--- src/shared/ppia_pkg.sv ---
// constants for the four-port power controller interrupt aggregator
package ppia_pkg;
  localparam int DW = 8;
  localparam int NPORT = 4;
  localparam int NEVT = 5;
  localparam int IDXW = 3;

  // command codes
  localparam logic [7:0] CMD_SUMMARY = 8'h00;
  localparam logic [7:0] CMD_ENABLE = 8'h01;
  localparam logic [7:0] CMD_EVT_FIRST = 8'h02;
  localparam logic [7:0] CMD_EVT_LAST = 8'h0B;
  localparam logic [7:0] CMD_GEN_MASK = 8'h17;
  localparam logic [7:0] CMD_RESET = 8'h1A;
  localparam int CLR_LSB = 0;

  // summary and enable bit positions
  localparam int SUP_BIT = 7;
  localparam int STRT_BIT = 6;
  localparam int IFLT_BIT = 5;
  localparam int CLS_BIT = 4;
  localparam int DET_BIT = 3;
  localparam int DIS_BIT = 2;
  localparam int PG_BIT = 1;
  localparam int PE_BIT = 0;

  // event register index, command = CMD_EVT_FIRST + 2*index (+1 clears)
  localparam int EVT_POWER = 0;
  localparam int EVT_DETECT = 1;
  localparam int EVT_FAULT = 2;
  localparam int EVT_START = 3;
  localparam int EVT_SUPPLY = 4;

  // supply event register layout
  localparam int THERM_BIT = 7;
  localparam int LOGIC_UV_BIT = 5;
  localparam int POWER_UV_BIT = 4;

  // other control bits
  localparam int GLOBAL_EN_BIT = 7;
  localparam int RESET_ALL_BIT = 7;

  // reset values
  localparam logic [DW-1:0] EVT_RST = 8'h00;
  localparam logic [DW-1:0] SUPPLY_RST = 8'h30;
  localparam logic [DW-1:0] EN_RST_AUTO = 8'hE4;
  localparam logic [DW-1:0] EN_RST_MANUAL = 8'h80;
  localparam logic [DW-1:0] GEN_MASK_RST = 8'h80;
  localparam logic [DW-1:0] ZERO_BYTE = 8'h00;
endpackage

--- src/logic/ppia_top.sv ---
// interrupt summary, enable, event registers and interrupt pin of the port controller
`timescale 1ns/1ps

// Notes on behaviour
// summary is a read-only byte at code 00h; writes there change nothing
// summary bits 7..0: supply, start, current, class, detect, disconnect, pg, pe change
// clearing read of an event register clears its summary bit; reset bit 7 clears all
// interrupt asserts when a summary bit and its enable are set and global mask set
// supply summary is OR of thermal shutdown and both undervoltage flags
// start summary is OR of the four port start fault flags
// current summary is OR of four overcurrent cut and four current limit flags
// class summary is OR of the four port classification cycle flags
// detect summary is OR of the four port detection cycle flags
// disconnect summary is OR of the four port disconnect flags
// power-good summary is OR of the four port power-good change flags
// power-enable summary is OR of the four port power-enable change flags
// enable register is read/write at code 01h and reads back stored value
// enable bits line up with summary bits, bit 7 supply down to bit 0 pe
// enable one lets its event drive the pin; zero keeps it off the pin
// summary tracks events whatever the enables hold; masking only gates the pin
// each event register reads at two codes; the odd one also clears all bits
// clearing read of the causing register releases the pin unless another source stays
// interrupt pin is active low, held as a level while any enabled source is set
module ppia_top #(
  parameter bit AUTO_MODE = 1'b1
) (
  input wire logic clk_i,
  input wire logic rst_n_i,
  // command port from the management bus engine
  input wire logic cmd_valid_i,
  input wire logic cmd_write_i,
  input wire logic [7:0] cmd_code_i,
  input wire logic [ppia_pkg::DW-1:0] cmd_wdata_i,
  output logic [ppia_pkg::DW-1:0] rdata_o,
  output logic rvalid_o,
  // event set inputs from detection, classification, power and fault logic
  input wire logic [ppia_pkg::NPORT-1:0] port_power_good_change_i,
  input wire logic [ppia_pkg::NPORT-1:0] port_power_enable_change_i,
  input wire logic [ppia_pkg::NPORT-1:0] port_class_cycle_i,
  input wire logic [ppia_pkg::NPORT-1:0] port_detect_cycle_i,
  input wire logic [ppia_pkg::NPORT-1:0] port_disconnect_i,
  input wire logic [ppia_pkg::NPORT-1:0] port_overcurrent_cut_i,
  input wire logic [ppia_pkg::NPORT-1:0] port_current_limit_i,
  input wire logic [ppia_pkg::NPORT-1:0] port_start_fault_i,
  input wire logic thermal_shutdown_event_i,
  input wire logic logic_supply_undervolt_i,
  input wire logic power_supply_undervolt_i,
  // per-port clears from the port state logic
  input wire logic [ppia_pkg::NPORT-1:0] port_turned_off_i,
  input wire logic [ppia_pkg::NPORT-1:0] port_power_off_cmd_i,
  output logic int_n_o
);
  import ppia_pkg::*;

  logic [DW-1:0] evt [NEVT];
  logic [DW-1:0] set_vec [NEVT];
  logic [DW-1:0] port_clr [NEVT];
  logic [DW-1:0] irq_en;
  logic [DW-1:0] gen_mask;
  logic [DW-1:0] summary;
  logic [DW-1:0] supply_set;
  logic [DW-1:0] rd_mux;
  logic [DW-1:0] next_irq_en;
  logic [DW-1:0] next_gen_mask;
  logic [IDXW-1:0] evt_idx;
  logic wr;
  logic rd;
  logic is_evt;
  logic rd_clr;
  logic clr_all;
  logic irq_raw;

  // command decode
  assign wr = cmd_valid_i & cmd_write_i;
  assign rd = cmd_valid_i & ~cmd_write_i;
  assign is_evt = (cmd_code_i >= CMD_EVT_FIRST) && (cmd_code_i <= CMD_EVT_LAST);
  assign evt_idx = IDXW'((cmd_code_i - CMD_EVT_FIRST) >> 1);
  assign rd_clr = rd & is_evt & cmd_code_i[CLR_LSB];
  // the reset register has no storage; bit 7 acts once and reads back as zero
  assign clr_all = wr & (cmd_code_i == CMD_RESET) & cmd_wdata_i[RESET_ALL_BIT];

  // set vectors in the documented bit order of each event register
  assign supply_set = (DW'(thermal_shutdown_event_i) << THERM_BIT)
                    | (DW'(logic_supply_undervolt_i) << LOGIC_UV_BIT)
                    | (DW'(power_supply_undervolt_i) << POWER_UV_BIT);
  assign set_vec[EVT_POWER] = {port_power_good_change_i, port_power_enable_change_i};
  assign set_vec[EVT_DETECT] = {port_class_cycle_i, port_detect_cycle_i};
  assign set_vec[EVT_FAULT] = {port_disconnect_i, port_overcurrent_cut_i};
  assign set_vec[EVT_START] = {port_current_limit_i, port_start_fault_i};
  assign set_vec[EVT_SUPPLY] = supply_set;

  // per-port clears: detect bits drop when the port is off,
  // fault and start bits drop on a power-off command
  assign port_clr[EVT_POWER] = ZERO_BYTE;
  assign port_clr[EVT_DETECT] = {port_turned_off_i, port_turned_off_i};
  assign port_clr[EVT_FAULT] = {port_power_off_cmd_i, port_power_off_cmd_i};
  assign port_clr[EVT_START] = {port_power_off_cmd_i, port_power_off_cmd_i};
  assign port_clr[EVT_SUPPLY] = ZERO_BYTE;

  // event registers: a set in the same cycle as any clear wins
  generate
    for (genvar i = 0; i < NEVT; i++) begin : g_evt
      localparam logic [DW-1:0] RST_VAL = (i == EVT_SUPPLY) ? SUPPLY_RST : EVT_RST;
      logic clr_this;
      logic [DW-1:0] clr_mask;
      logic [DW-1:0] next_evt;
      assign clr_this = clr_all | (rd_clr && (evt_idx == IDXW'(i)));
      assign clr_mask = {DW{clr_this}} | port_clr[i];
      assign next_evt = (evt[i] & ~clr_mask) | set_vec[i];
      always_ff @(posedge clk_i) begin
        if (!rst_n_i) begin
          evt[i] <= RST_VAL;
        end else begin
          evt[i] <= next_evt;
        end
      end
    end
  endgenerate

  // summary is derived from the event registers, so it always matches them
  assign summary[SUP_BIT] = |evt[EVT_SUPPLY];
  assign summary[STRT_BIT] = |evt[EVT_START][NPORT-1:0];
  assign summary[IFLT_BIT] = (|evt[EVT_START][DW-1:NPORT]) | (|evt[EVT_FAULT][NPORT-1:0]);
  assign summary[CLS_BIT] = |evt[EVT_DETECT][DW-1:NPORT];
  assign summary[DET_BIT] = |evt[EVT_DETECT][NPORT-1:0];
  assign summary[DIS_BIT] = |evt[EVT_FAULT][DW-1:NPORT];
  assign summary[PG_BIT] = |evt[EVT_POWER][DW-1:NPORT];
  assign summary[PE_BIT] = |evt[EVT_POWER][NPORT-1:0];

  // writable registers; writes to the summary code fall through untouched
  assign next_irq_en = (wr && cmd_code_i == CMD_ENABLE) ? cmd_wdata_i : irq_en;
  assign next_gen_mask = (wr && cmd_code_i == CMD_GEN_MASK) ? cmd_wdata_i : gen_mask;

  always_ff @(posedge clk_i) begin
    if (!rst_n_i) begin
      irq_en <= AUTO_MODE ? EN_RST_AUTO : EN_RST_MANUAL;
      gen_mask <= GEN_MASK_RST;
    end else begin
      irq_en <= next_irq_en;
      gen_mask <= next_gen_mask;
    end
  end

  // read path: data is sampled before the clearing read takes effect
  assign rd_mux = (cmd_code_i == CMD_SUMMARY) ? summary :
                  (cmd_code_i == CMD_ENABLE) ? irq_en :
                  (cmd_code_i == CMD_GEN_MASK) ? gen_mask :
                  is_evt ? evt[evt_idx] : ZERO_BYTE;

  always_ff @(posedge clk_i) begin
    if (!rst_n_i) begin
      rdata_o <= ZERO_BYTE;
      rvalid_o <= 1'b0;
    end else begin
      rdata_o <= rd ? rd_mux : rdata_o;
      rvalid_o <= rd;
    end
  end

  // interrupt pin: registered level, one cycle behind the flags
  assign irq_raw = (|(summary & irq_en)) & gen_mask[GLOBAL_EN_BIT];

  always_ff @(posedge clk_i) begin
    if (!rst_n_i) begin
      int_n_o <= 1'b1;
    end else begin
      int_n_o <= ~irq_raw;
    end
  end

  logic no_set;
  assign no_set = ~(|set_vec[EVT_POWER] | |set_vec[EVT_DETECT] | |set_vec[EVT_FAULT]
                  | |set_vec[EVT_START] | |set_vec[EVT_SUPPLY]);
endmodule // ppia_top

--- config.mk ---
export PLATFORM = sky130hd
export DESIGN_NAME = ppia_top
export DESIGN_NICKNAME = d
export VERILOG_FILES = /design/src/shared/ppia_pkg.sv /design/src/logic/ppia_top.sv
export SDC_FILE = /design/constraint.sdc
export NUM_CORES = 1
export LEC_CHECK = 0
export ABC_AREA = 1
export CAP_MARGIN = 10
export CELL_PAD_IN_SITES_DETAIL_PLACEMENT = 1
export CELL_PAD_IN_SITES_GLOBAL_PLACEMENT = 2
export CORE_UTILIZATION = 34
export CTS_CLUSTER_SIZE = 10
export DETAILED_ROUTE_END_ITERATION = 6
export DONT_BUFFER_PORTS = 1
export HOLD_SLACK_MARGIN = 0.02
export PLACE_DENSITY = 0.76
export SYNTH_ARGS = -nofsm -noshare
export SYNTH_HDL_FRONTEND = slang
export SYNTH_SLANG_ARGS = --single-unit
--- constraint.sdc ---
create_clock -name clk_i -period 2.55 [get_ports clk_i]
set_input_delay 0.3825 -clock clk_i [delete_from_list [all_inputs] [get_ports clk_i]]
set_output_delay 0.3825 -clock clk_i [all_outputs]
set_load 0.1 [all_outputs]
==> Yosys cells after proc, flatten, opt, wreduce, memory -nomap -nowiden <==
Memories as Yosys holds them, arrays and structs flattened.
Cells that the tools add are included.
{ "classes": {"n_mul": 0, "bitwise": 41, "reduce_logical": 20, "order_cmp": 2, "shifts": 0, "n_div": 0, "muxes": 11, "eq_ne": 7, "addsub": 1} }
{ "ops": {"columns": ["cell", "n"], "rows": [
  ["8-bit two-way mux", 9],
  ["8-bit OR", 8],
  ["8-bit AND", 6],
  ["8-bit inverter", 5],
  ["4-bit OR reduction", 8],
  ["8-bit by 5-bit == test with 1-bit output (second input constant)", 2],
  ["8-bit OR reduction", 2],
  ["1-bit OR", 11],
  ["8-bit by 1-bit == test with 1-bit output (second input constant)", 1],
  ["8-bit by 2-bit greater-or-equal comparator with 1-bit output (second input constant)", 1],
  ["8-bit by 4-bit less-or-equal comparator with 1-bit output (second input constant)", 1],
  ["1-bit logical AND", 8],
  ["8-bit logical NOT", 1],
  ["8-bit by 5-bit OR with 8-bit output", 1],
  ["8-bit by 6-bit OR with 8-bit output", 1],
  ["1-bit AND", 7],
  ["3-bit by 2-bit == test with 1-bit output (second input constant)", 2],
  ["4-bit by 2-bit subtractor with 4-bit output (second input constant)", 1],
  ["3-bit by 1-bit == test with 1-bit output (second input constant)", 1],
  ["3-bit == test (second input constant)", 1],
  ["3-bit logical NOT", 1],
  ["1-bit two-way mux", 2],
  ["1-bit inverter", 2]
]} }
{ "totals": {"register_bits": 26, "ramBits": 40, "mem_bits_ro": 0, "memories": 1, "latch_bits": 0, "inputBits": 63} }
{ "mem_list": {"columns": ["name", "words", "word_bits", "read_ports", "rd_clocked_by_memory_dff", "write_ports", "line", "source"], "rows": [
  ["evt", 5, 8, 6, 0, 5, "ppia_top.sv:55", "logic [DW-1:0] evt [NEVT];"]
]} }

==> Depth between registers and ports, before layout <==
Gate-level depths: netlist of run 1.
{ "logic_depth": {"ltp_word": 11, "depth_mapped": 13, "ltp_nobuf": 11} }

==> Worst setup path before layout of run 1 <==
OpenSTA, ideal clock, no wires.
{ "synth_path": {"kind": "input to register", "from": "in cmd_code_i[1]", "to": "reg rdata_o[0] (netlist name)", "setup_time_ns": 0.115, "path_stages": 11, "setup_slack_ns": 0.537, "arrival_time_ns": 1.897, "path_cell_list": "inv_2 buf_2 ha_1 ha_1 inv_1 clkbuf_1 nand2_1 nand3_1 nand2_1 o21ai_0 inv_1"} }
{ "synth_via": {"elab_chain_len": 6, "word_cells_on_any_way": 12} }
{ "synth_rtl": {"columns": ["item", "line", "source"], "rows": [
  ["start, declared", "ppia_top.sv:32", "input wire logic [7:0] cmd_code_i,"],
  ["4-bit by 2-bit subtractor with 4-bit output (tied with other cells)", "ppia_top.sv:77", "assign evt_idx = IDXW'((cmd_code_i - CMD_EVT_FIRST) >> 1);"],
  ["memory 5 x 8 bit or 1-bit logical AND (tied branches)", null, null],
  ["8-bit two-way mux", "ppia_top.sv:148", "is_evt ? evt[evt_idx] : ZERO_BYTE;"],
  ["8-bit two-way mux", "ppia_top.sv:147", "(cmd_code_i == CMD_GEN_MASK) ? gen_mask :"],
  ["8-bit two-way mux", "ppia_top.sv:146", "(cmd_code_i == CMD_ENABLE) ? irq_en :"],
  ["8-bit two-way mux *", "ppia_top.sv:145", "assign rd_mux = (cmd_code_i == CMD_SUMMARY) ? summary :"],
  ["end signal, assigned", "ppia_top.sv:155", "rdata_o <= rd ? rd_mux : rdata_o;"],
  ["end, declared", "ppia_top.sv:34", "output logic [ppia_pkg::DW-1:0] rdata_o,"]
]} }
Mark *: on every way between the ends. The rest lies on a longest branch, timed or not.
A chain may end at the register's enable or synchronous reset.

==> load_flow_metrics.sql, run 1 <==
INSERT INTO impl_metrics (metric_group, metric, value, unit) VALUES
('setup_path', 'critPathRequiredTime', '2.80', 'ns'),
('power_and_ir_drop', 'int_power', '1740', 'uW'),
('timing', 'tightestPinTransition', '0.984', 'ns'),
('grt', 'gr-total-overflow', '0', ''),
('timing', 'timing.final.setup_violations', '0', ''),
('synth', 'postSynthRegisterBits', '66', ''),
('synth', 'syn_area_per_cell', '6.61', 'um2'),
('finish', 'layout.cells.non_filler', '658', ''),
('power_and_ir_drop', 'power.density', '637', 'mW/mm2'),
('floorplanning', 'initial_core_util', '35.0', '%'),
('synth', 'post-synth-top-area-cell', 'sky130_fd_sc_hd__dfxtp_1', ''),
('floorplanning', 'die_area', '0.0105', 'mm2'),
('timing', 'upper_clock_frequency_limit', '563', 'MHz'),
('setup_path', 'critical_path_arrival', '2.02', 'ns'),
('route', 'detail_route.wirelength', '10900', 'um'),
('power_and_ir_drop', 'clock_power_share', '40.9', '%'),
('floorplanning', 'core.rowCount', '36', ''),
('route', 'detail_route.iter0.violations', '103', ''),
('setup_path', 'cpPeakStageDelay', '0.39', 'ns'),
('synth', 'synth-simple-area-share', '34.6', '%'),
('synth', 'synthesis.area', '0.00342', 'mm2'),
('clock_network', 'postCtsSetupRepairBufs', '0', ''),
('setup_path', 'worst_setup_path_start_kind', 'input port', ''),
('timing', 'max-slew-margin-rel', '34.3', '%'),
('power_and_ir_drop', 'netSwitchingPower', '687', 'uW'),
('setup_path', 'worst_setup_path_end_kind', 'flop', ''),
('placed_design', 'numPortBuffers', '0', ''),
('floorplanning', 'fp.coreArea', '0.00977', 'mm2'),
('synth', 'ys_types', '25', ''),
('setup_path', 'crit_top_cell', 'sky130_fd_sc_hd__ha_1', ''),
('timing', 'finalWorstPathRequiredPeriod', '1.78', 'ns'),
('timing', 'unrepaired_setup_endpoints_after_global_routing', 'false', ''),
('finish', 'nets', '588', ''),
('timing', 'maxSlewViolCount', '0', ''),
('synth', 'yosys-mux-area-fraction', '0', '%'),
('grt', 'global_router_s_overall_resource_usage', '22.9', '%'),
('floorplanning', 'die_w', '102', 'um'),
('power_and_ir_drop', 'swShare', '28.3', '%'),
('synth', 'xor_and_xnor_fraction_of_the_mapped_netlist_area', '0', '%'),
('clock_network', 'cts-buffers-inserted', '9', ''),
('synth', 'ys_top_cells_by_area', 'sky130_fd_sc_hd__dfxtp_1 (39%), sky130_fd_sc_hd__nand2_1 (11%), sky130_fd_sc_hd__inv_1 (9.6%)', ''),
('clock_network', 'clock_tree.root_cell', 'sky130_fd_sc_hd__clkbuf_8', ''),
('synth', 'synth_cells', '518', ''),
('flow_run', 'drv.max_cap_violation_count', '0', ''),
('placed_design', 'dpl.cell_count', '642', ''),
('synth', 'post_synthesis_share_of_cell_area_spent_on_full_adders_half_adders_and_majority_gates', '1.83', '%'),
('synth', 'netlist.area_leader.share', '38.6', '%'),
('route', 'drc', '0', ''),
('placed_design', 'post_dp_cell_area', '0.00359', 'mm2'),
('synth', 'ys.warnings.count', '0', ''),
('setup_path', 'worst-setup-path-type', 'in -> reg', ''),
('clock_network', 'clk-insertion-delay-late', '0.36', 'ns'),
('clock_network', 'cts_htree_levels', '3', ''),
('setup_path', 'timing.critical_path.fanout_max', '25', ''),
('route', 'dr_total_vias', '3299', ''),
('clock_network', 'post_cts_hold_buffer_count', '0', ''),
('setup_path', 'critPathSlowestCell', 'sky130_fd_sc_hd__inv_1', ''),
('power_and_ir_drop', 'power.ir.vdd_worst', '0.373', 'mV'),
('placed_design', 'dp_hpwl', '8520', 'um'),
('clock_network', 'clock_sinks', '66', ''),
('floorplanning', 'io_pins', '73', ''),
('run_status', 'outcome', 'finished clean', ''),
('synth', 'sequential_share_of_the_synthesized_area', '38.6', '%'),
('synth', 'syn_nets', '586', ''),
('clock_network', 'cts.path.max_buffers', '2', ''),
('clock_network', 'clkTransAtPathRegs', '0.07', 'ns'),
('route', 'firstDrtPassIters', '4', ''),
('finish', 'synthToLayoutAreaGrowth', '11.3', '%'),
('setup_path', 'cpLargestDelayFamily', 'adder cells', ''),
('timing', 'fin_worst_skew', '0.00897', 'ns'),
('worst_hold_path', 'holdCritPathClass', 'in -> reg', '');
[layout by cell type (no fill, tap or decap), drive strengths merged]
cell type,n
nand2,99
inv,92
nor2,67
dfxtp,66
a21oi,49
nand3,45
nand4,32
o21ai,28
clkbuf,11
buf,10
nor3,8
ha,5
o211ai,4
clkinv,3
or2,2
bufinv,2
a21boi,1
clkinvlp,1
[layer usage]
layer,GRT usage (%),up-vias,share of wire [%]
li1,-,1664,-
met1,30.0,1555,49
met2,36.1,65,45
met3,6.16,15,3.8
met4,8.13,0,1.8
met5,0,-,0
[Yosys cell counts (all sizes together)]
library cell / number
nor2: 67
buf: 9
o211ai: 4
clkinv: 1
a21oi: 49
nand4: 32
nor3: 8
nand3: 45
o21ai: 28
a21boi: 1
dfxtp: 66
nand2: 99
clkbuf: 10
or2: 2
inv: 92
ha: 5
[flip-flops by register name, indices dropped and copies added, names as in the netlist]
| signal | count |
|---|---|
| evt | 40 |
| gen_mask | 8 |
| int_n_o | 1 |
| irq_en | 8 |
| rdata_o | 8 |
| rvalid_o | 1 |
[power by group through the flow]
stage | Sequential (uW) | Combinational [uW] | Clock (uW)
2_1_floorplan | 1180 | 198 | 0
3_3_place_gp | 1160 | 295 | 0
3_5_place_dp | 1160 | 301 | 0
4_1_cts | 1140 | 302 | 1020
5_1_grt | 1140 | 339 | 1070
6_report | 1140 | 298 | 995
[logic make-up (layout without fill, tap and decap cells)]
kind of cell             Yosys count  in the layout
AND/OR/NAND/NOR                  253            253
AO/OA/AOI/OAI                     82             82
adder cells (fa/ha/maj)            5              5
flip-flops                        66             66
buffers and inverters            112            119
[per-stage QoR]
step	worst slack [ns]	hold slack, ns	utilization, %	total power, uW
4_1_cts	0.789	0.0839	39.0	2460
3_3_place_gp	0.461	0.455	36.8	1450
6_report	0.775	0.108	39.0	2430
3_5_place_dp	0.401	0.465	36.8	1460
2_1_floorplan	0.537	0.438	-	1380
5_1_grt	0.603	0.0966	39.0	2550
[worst paths after layout]
| path | from | end | slack, ns | cells past startpoint |
|---|---|---|---|---|
| worst max register to register | rdata_o[0] | rdata_o[0] | 1.16 | 4 |
| worst max-delay path | cmd_code_i[1] | evt[0][6] | 0.77 | 7 |
| worst min register to register | evt[4][1] | evt[4][1] | 0.48 | 2 |
| worst min-delay path | rst_n_i | gen_mask[7] | 0.11 | 1 |
[worst register-to-register path, cell delays in order, from the launching register on]
cell	delay (ns)
sky130_fd_sc_hd__dfxtp_1	0.97
sky130_fd_sc_hd__nor2_1	0.12
sky130_fd_sc_hd__nor2_1	0.11
sky130_fd_sc_hd__o21ai_0	0.09
sky130_fd_sc_hd__inv_1	0.05
[area by class of cell]
type / instances / area, um2
multi-input cells: 340 / 1670
inverters: 93 / 349
well taps: 133 / 166
fillers: 1319 / 5960
clock inverters: 5 / 77.6
flip-flops and latches: 66 / 1320
clock buffers: 11 / 141
repair buffers: 10 / 87.6
Power figures use the tool's default switching activity.
==> run 2: changes to the inputs <==
- CORE_UTILIZATION: 34 -> 30
- PLACE_DENSITY: 0.76 -> 0.71
- clock period: 2.55 -> 1.5 ns (I/O delays scaled with it)
==> run 2 against run 1 <==
Sequential cell count unchanged; clock skew decreased by 0.0038 ns; power rose by 83%; non-clock buffer count rose by 24; count of clock-buffer cells in the layout fell by 2; register-to-register slack got worse by 0.96 ns.
==> load_flow_metrics.sql, run 2 (synthesized netlist as in run 1, its figures left out) <==
INSERT INTO impl_metrics (metric_group, metric, value, unit) VALUES
('run_status', 'outcome', 'finished clean', ''),
('grt', 'antenna_found_initial', '0', ''),
('finish', 'register_with_the_most_flip_flops', 'evt', ''),
('clock_network', 'postCtsResizedCells', '0', ''),
('timing', 'min_period_over_period', '86.8', '%'),
('timing', 'upper_clock_frequency_limit', '768', 'MHz'),
('floorplanning', 'core.rowCount', '38', ''),
('finish', 'flip_flop_count_of_the_largest_register_all_copies_and_words_added', '40', ''),
('route', 'via_per_inst', '4.89', ''),
('setup_path', 'critPathBufInv', '2', ''),
('route', 'drc', '0', ''),
('timing', 'finalWorstPathRequiredPeriod', '1.30', 'ns'),
('placed_design', 'post_dp_cell_area', '0.00371', 'mm2'),
('grt', 'gr-total-overflow', '0', ''),
('clock_network', 'clkTransAtPathRegs', '0.06', 'ns'),
('finish', 'post_route_cells_drive_above_1_share', '10.9', '%'),
('finish', 'layout.cells.non_filler', '689', ''),
('timing', 'maxSlewViolCount', '0', ''),
('route', 'routed_wire_length_per_instance', '16.9', 'um'),
('clock_network', 'cts_htree_levels', '3', ''),
('placed_design', 'dp_hpwl', '9030', 'um'),
('setup_path', 'cpLargestDelayFamily', 'compound AO/OA/AOI/OAI gates', ''),
('clock_network', 'postCtsSetupRepairBufs', '0', ''),
('grt', 'grt_start_max_net_pins', '26', ''),
('setup_path', 'worst_setup_path_end_kind', 'flop', ''),
('route', 'drtAntennaViolNets', '0', ''),
('floorplanning', 'fp.coreArea', '0.0110', 'mm2'),
('route', 'firstDrtPassIters', '5', ''),
('timing', 'timing.final.hold_violations', '0', ''),
('clock_network', 'clock_tree.root_cell', 'sky130_fd_sc_hd__clkbuf_16', ''),
('route', 'detail_route.wirelength', '11600', 'um'),
('route', 'detail_route.iter0.violations', '140', ''),
('grt', 'use_met1', '29.1', '%'),
('finish', 'multi_input_area', '0.00169', 'mm2'),
('power_and_ir_drop', 'p_leak', '0.00198', 'uW'),
('setup_path', 'worst_setup_path_start_kind', 'flop', ''),
('finish', 'nets', '612', ''),
('clock_network', 'clock_sinks', '66', ''),
('setup_path', 'critPathSlowestCell', 'sky130_fd_sc_hd__dfxtp_1', ''),
('setup_path', 'critPathRequiredTime', '1.73', 'ns'),
('power_and_ir_drop', 'power.ir.vdd_worst', '0.733', 'mV'),
('clock_network', 'clk-insertion-delay-late', '0.33', 'ns'),
('floorplanning', 'die_h', '109', 'um'),
('grt', 'use_met2', '33.9', '%'),
('timing', 'fin_worst_skew', '0.00512', 'ns'),
('flow_run', 'drv.max_cap_violation_count', '0', ''),
('placed_design', 'numPortBuffers', '0', ''),
('timing', 'timing.final.setup_violations', '0', ''),
('grt', 'grt_first_pass_wirelength', '18800', 'um'),
('grt', 'global_router_s_overall_resource_usage', '21.5', '%'),
('setup_path', 'timing.critical_path.fanout_max', '2', ''),
('power_and_ir_drop', 'int_power', '3150', 'uW'),
('setup_path', 'critical_path_arrival', '1.53', 'ns'),
('placed_design', 'gpl.final_weighted_congestion', '0.817', ''),
('setup_path', 'crit_top_cell', 'sky130_fd_sc_hd__o21ai_0', ''),
('finish', 'layout.core_utilization', '37.7', '%'),
('power_and_ir_drop', 'clock_power_share', '43.5', '%'),
('power_and_ir_drop', 'power_frac_comb', '13.9', '%'),
('worst_hold_path', 'holdCritPathClass', 'in -> reg', ''),
('route', 'dr_total_vias', '3368', ''),
('finish', 'layout.cells.most_common', 'sky130_fd_sc_hd__nand2_1', ''),
('grt', 'globalRouteMet3Util', '5.08', '%'),
('setup_path', 'worst-setup-path-type', 'reg -> reg', ''),
('timing', 'tightestPinTransition', '0.605', 'ns'),
('floorplanning', 'die_area', '0.0118', 'mm2'),
('grt', 'grt_pass1_vias', '3484', ''),
('power_and_ir_drop', 'p_seq_share', '42.6', '%'),
('power_and_ir_drop', 'power.density', '1080', 'mW/mm2'),
('finish', 'synthToLayoutAreaGrowth', '20.8', '%'),
('floorplanning', 'io_pins', '73', ''),
('finish', 'total_area_of_sequential_cells', '0.00132', 'mm2'),
('timing', 'unrepaired_setup_endpoints_after_global_routing', 'false', ''),
('clock_network', 'cts-buffers-inserted', '9', ''),
('timing', 'max-slew-margin-rel', '59.6', '%'),
('setup_path', 'crit_path_cell_trace', 'inv_1 -> nand3_1 -> o21ai_0 -> o21ai_0 -> o21ai_0 -> inv_1', ''),
('power_and_ir_drop', 'swShare', '29.2', '%'),
('setup_path', 'cpPeakStageDelay', '0.31', 'ns'),
('placed_design', 'dpl.cell_count', '658', ''),
('finish', 'postLayoutCellArea', '0.00414', 'mm2'),
('floorplanning', 'die_w', '109', 'um'),
('grt', 'top_usage_layer', 'met2', ''),
('power_and_ir_drop', 'netSwitchingPower', '1300', 'uW'),
('finish', 'nFillCells', '1404', ''),
('clock_network', 'clock_tree_from_tritoncts', 'yes', ''),
('clock_network', 'cts.path.max_buffers', '2', ''),
('floorplanning', 'initial_core_util', '31.2', '%'),
('finish', 'final_cell_mix', 'sky130_fd_sc_hd__nand2_1 (96), sky130_fd_sc_hd__inv_1 (87), sky130_fd_sc_hd__dfxtp_1 (66)', ''),
('clock_network', 'post_cts_hold_buffer_count', '15', ''),
('finish', 'num_antenna_cells', '0', '');
==> run 2: per-layer routing <==
metal | up-vias | share of wire [%]
met5 | - | 0
met3 | 9 | 3.6
li1 | 1719 | -
met4 | 0 | 1.1
met1 | 1578 | 50
met2 | 62 | 45
==> run 2: stage by stage <==
step                setup WS, ns  total power [uW]  setup TNS, ns  hold WS [ns]
finish                     0.198              4450              0        0.0277
global route              0.0494              4640              0        0.0212
CTS                        0.179              4490              0        0.0202
detailed placement       -0.0306              2520        -0.0306         0.318
global placement         0.00839              2520              0         0.315
floorplan                0.00232              2370              0         0.324
==> run 2: final cells by class <==
class | instances | share of cell area (%)
Sequential cell | 66 | 31.9
Tap cell | 140 | 4.23
Clock buffer | 9 | 5.44
Multi-Input combinational cell | 340 | 41.0
Timing Repair Buffer | 34 | 7.68
Clock inverter | 7 | 1.12
Inverter | 93 | 8.62
==> run 2: final timing paths <==
path / start / slack (ns) / end / cells past startpoint
worst max register to register: evt[1][2] / 0.20 / rdata_o[3] / 6
worst min register to register: evt[4][2] / 0.47 / evt[4][2] / 2
worst min-delay path: rst_n_i / 0.03 / gen_mask[3] / 2
worst max-delay path: evt[1][2] / 0.20 / rdata_o[3] / 6
==> run 2: power by group through the flow <==
| stage | Sequential (uW) | Clock [uW] | Combinational (uW) |
|---|---|---|---|
| after floorplan | 2010 | 0 | 357 |
| after global placement | 1930 | 0 | 582 |
| after detailed placement | 1930 | 0 | 589 |
| after CTS | 1900 | 1970 | 626 |
| after global routing | 1910 | 2040 | 690 |
| final | 1900 | 1930 | 619 |
==> run 3: changes to the inputs <==
- ABC_AREA: 1 -> 0
- CORE_UTILIZATION: 30 -> 34
==> run 3 against run 2 <==
Non-clock buffer count is 39 higher; synthesized area decreased by 6.9%; critical path type unchanged; largest cell class unchanged; sequential share of layout area shrank 0.27 points.
==> load_flow_metrics.sql, run 3 <==
INSERT INTO impl_metrics (metric_group, metric, value, unit) VALUES
('worst_hold_path', 'holdCritPathClass', 'in -> reg', ''),
('route', 'drtAntennaViolNets', '0', ''),
('clock_network', 'clkTransAtPathRegs', '0.07', 'ns'),
('clock_network', 'cts_htree_levels', '3', ''),
('synth', 'syn_area_per_cell', '9.30', 'um2'),
('timing', 'fin_worst_skew', '0.00623', 'ns'),
('setup_path', 'ff2ff_path_depth', '5', ''),
('synth', 'yosys.cell_count.top_type', 'sky130_fd_sc_hd__dfxtp_1', ''),
('floorplanning', 'io_pins', '73', ''),
('power_and_ir_drop', 'power.density', '964', 'mW/mm2'),
('synth', 'syn_nets', '411', ''),
('route', 'detail_route.wirelength', '9910', 'um'),
('clock_network', 'clock_tree_from_tritoncts', 'yes', ''),
('finish', 'flip_flop_count_of_the_largest_register_all_copies_and_words_added', '40', ''),
('setup_path', 'r2r_start', 'evt[1][6]', ''),
('timing', 'tightestPinTransition', '1.11', 'ns'),
('floorplanning', 'fp.coreArea', '0.00889', 'mm2'),
('timing', 'min_period_over_period', '96.0', '%'),
('finish', 'post_route_cells_drive_above_1_share', '18.6', '%'),
('finish', 'register_with_the_most_flip_flops', 'evt', ''),
('clock_network', 'clock_tree.root_cell', 'sky130_fd_sc_hd__clkbuf_8', ''),
('route', 'routed_wire_length_per_instance', '19.0', 'um'),
('setup_path', 'worst-setup-path-type', 'reg -> reg', ''),
('route', 'firstDrtPassIters', '4', ''),
('setup_path', 'setup.worst_path.start', 'evt[1][6]', ''),
('setup_path', 'worst-r2r-setup-slack', '0.06', 'ns'),
('synth', 'synth_top_flop_cell', 'sky130_fd_sc_hd__dfxtp_1', ''),
('timing', 'finalWorstPathRequiredPeriod', '1.44', 'ns'),
('clock_network', 'postCtsSetupRepairBufs', '0', ''),
('finish', 'final_cell_mix', 'sky130_fd_sc_hd__dfxtp_1 (66), sky130_fd_sc_hd__nand2_1 (53), sky130_fd_sc_hd__dlygate4sd3_1 (36)', ''),
('synth', 'ys_top_cells_by_area', 'sky130_fd_sc_hd__dfxtp_1 (41%), sky130_fd_sc_hd__nand2_1 (6.2%), sky130_fd_sc_hd__o21ai_0 (6.0%)', ''),
('timing', 'unrepaired_setup_endpoints_after_global_routing', 'false', ''),
('setup_path', 'critPathRequiredTime', '1.76', 'ns'),
('grt', 'grt_pass1_vias', '2974', ''),
('route', 'detail_route.iter0.violations', '90', ''),
('finish', 'layout.cells.most_common', 'sky130_fd_sc_hd__dfxtp_1', ''),
('grt', 'grt_first_pass_wirelength', '15600', 'um'),
('run_status', 'outcome', 'finished clean', ''),
('setup_path', 'cpLargestDelayFamily', 'compound AO/OA/AOI/OAI gates', ''),
('setup_path', 'worst_setup_path_end_kind', 'flop', ''),
('floorplanning', 'initial_core_util', '35.9', '%'),
('setup_path', 'crit_end', 'int_n_o', ''),
('finish', 'postLayoutCellArea', '0.00417', 'mm2'),
('timing', 'timing.final.setup_violations', '0', ''),
('placed_design', 'dp_hpwl', '7120', 'um'),
('synth', 'number_of_flops_mapped_to_enable_cells_by_yosys', '0', ''),
('clock_network', 'clock_sinks', '66', ''),
('synth', 'synth_cells', '343', ''),
('setup_path', 'worstReg2RegEnd', 'int_n_o', ''),
('synth', 'sequential_share_of_the_synthesized_area', '41.4', '%'),
('timing', 'upper_clock_frequency_limit', '694', 'MHz'),
('floorplanning', 'core.rowCount', '34', ''),
('synth', 'asyncSetResetFlopFracSynth', '0', '%'),
('synth', 'yosys-top-cells-count', 'sky130_fd_sc_hd__dfxtp_1 (66), sky130_fd_sc_hd__nand2_1 (53), sky130_fd_sc_hd__o21ai_0 (38)', ''),
('grt', 'global_router_s_overall_resource_usage', '20.9', '%'),
('floorplanning', 'die_h', '98.9', 'um'),
('synth', 'postSynthRegisterBits', '66', ''),
('power_and_ir_drop', 'power.ir.vdd_worst', '0.385', 'mV'),
('synth', 'netlist.area_leader.share', '41.4', '%'),
('placed_design', 'post_dp_cell_area', '0.00361', 'mm2'),
('floorplanning', 'die_area', '0.00977', 'mm2'),
('setup_path', 'critical_path_arrival', '1.70', 'ns'),
('clock_network', 'clk-insertion-delay-late', '0.34', 'ns'),
('finish', 'nets', '477', ''),
('timing', 'timing.final.hold_violations', '0', ''),
('power_and_ir_drop', 'p_leak', '0.00166', 'uW'),
('clock_network', 'cts.path.max_buffers', '2', ''),
('flow_run', 'drv.max_cap_violation_count', '0', ''),
('grt', 'antenna_found_initial', '0', ''),
('setup_path', 'timing.critical_path.fanout_max', '3', ''),
('finish', 'num_antenna_cells', '0', ''),
('floorplanning', 'die_w', '98.9', 'um'),
('synth', 'ys_types', '43', ''),
('synth', 'ys.warnings.count', '0', ''),
('synth', 'synthesis.area', '0.00319', 'mm2'),
('setup_path', 'cpPeakStageDelay', '0.35', 'ns'),
('route', 'dr_total_vias', '2866', ''),
('setup_path', 'worst_setup_path_start_kind', 'flop', ''),
('setup_path', 'critPathSlowestCell', 'sky130_fd_sc_hd__dfxtp_1', ''),
('timing', 'fin_tns_setup', '0', 'ns'),
('finish', 'synthToLayoutAreaGrowth', '30.8', '%'),
('setup_path', 'critPathBufInv', '1', ''),
('timing', 'max-slew-margin-rel', '26.3', '%'),
('clock_network', 'cts-buffers-inserted', '9', ''),
('grt', 'grt_start_max_net_pins', '54', ''),
('placed_design', 'numPortBuffers', '0', ''),
('route', 'via_per_inst', '5.49', ''),
('setup_path', 'crit_path_cell_trace', 'nor4_1 -> buf_4 -> o22ai_1 -> a221o_1 -> o211ai_1', ''),
('setup_path', 'cp_num_cells', '5', ''),
('synth', 'post-synth-top-area-cell', 'sky130_fd_sc_hd__dfxtp_1', ''),
('placed_design', 'gpl.final_weighted_congestion', '0.764', ''),
('grt', 'gr-total-overflow', '0', ''),
('route', 'drc', '0', ''),
('timing', 'maxSlewViolCount', '0', '');
[run 3: layout make-up]
class,instances,area [um2]
inverters,10,40.0
fillers,1037,4720
clock inverters,5,55.1
repair buffers,73,668
well taps,108,135
flip-flops and latches,66,1320
multi-input cells,249,1820
clock buffers,11,131
[run 3: cells by family (layout without fill, tap and decap cells)]
group | count (synthesis) | in the layout | synth area share (%)
buffers and inverters | 28 | 99 | 3.41
adders and majority gates | 5 | 5 | 1.96
muxes | 33 | 33 | 13.8
and+or+nand+nor | 134 | 134 | 22.9
AOI/OAI and AO/OA | 77 | 77 | 16.5
DFF | 66 | 66 | 41.4
[run 3: what timing repair did]
action / in CTS / in global routing
hold endpoints to repair: 38 / 0
endpoints found under the setup margin: 0 / 24
hold buffers: 37 / 0
gates resized for setup: 0 / 2
[run 3: worst min-delay path by stage]
stage | start | to | slack [ns] | cells after the start
2_1_floorplan | power_supply_undervolt_i | evt[4][4] | 0.32 | 1
3_3_place_gp | rst_n_i | irq_en[5] | 0.30 | 1
3_5_place_dp | rst_n_i | irq_en[7] | 0.30 | 1
4_1_cts | rst_n_i | rdata_o[4] | 0.02 | 2
5_1_grt | rst_n_i | evt[0][5] | 0.03 | 1
6_report | port_detect_cycle_i[1] | evt[1][1] | 0.03 | 2
[run 3: metrics by stage]
step	hold WS, ns	setup WS [ns]	total power, uW	instances	util (%)
5_1_grt	0.0313	0.0303	4180	522	46.9
4_1_cts	0.0211	0.0133	4060	522	46.8
3_5_place_dp	0.301	-0.270	2500	469	40.6
2_1_floorplan	0.319	-0.255	2390	343	-
3_3_place_gp	0.296	-0.228	2480	469	40.6
6_report	0.0289	0.0593	4020	522	46.9
[run 3: per-layer routing]
| layer | GRT usage [%] | up-vias | share of wire [%] |
|---|---|---|---|
| li1 | - | 1396 | - |
| met1 | 28.1 | 1382 | 47 |
| met2 | 33.9 | 77 | 47 |
| met3 | 3.05 | 11 | 4.8 |
| met4 | 7.92 | 0 | 1.3 |
| met5 | 0 | - | 0 |
[run 3: power by group]
part	switching, uW	internal [uW]	total (uW)
Clock	709	764	1470
Sequential	80.3	1840	1920
Combinational	312	320	631
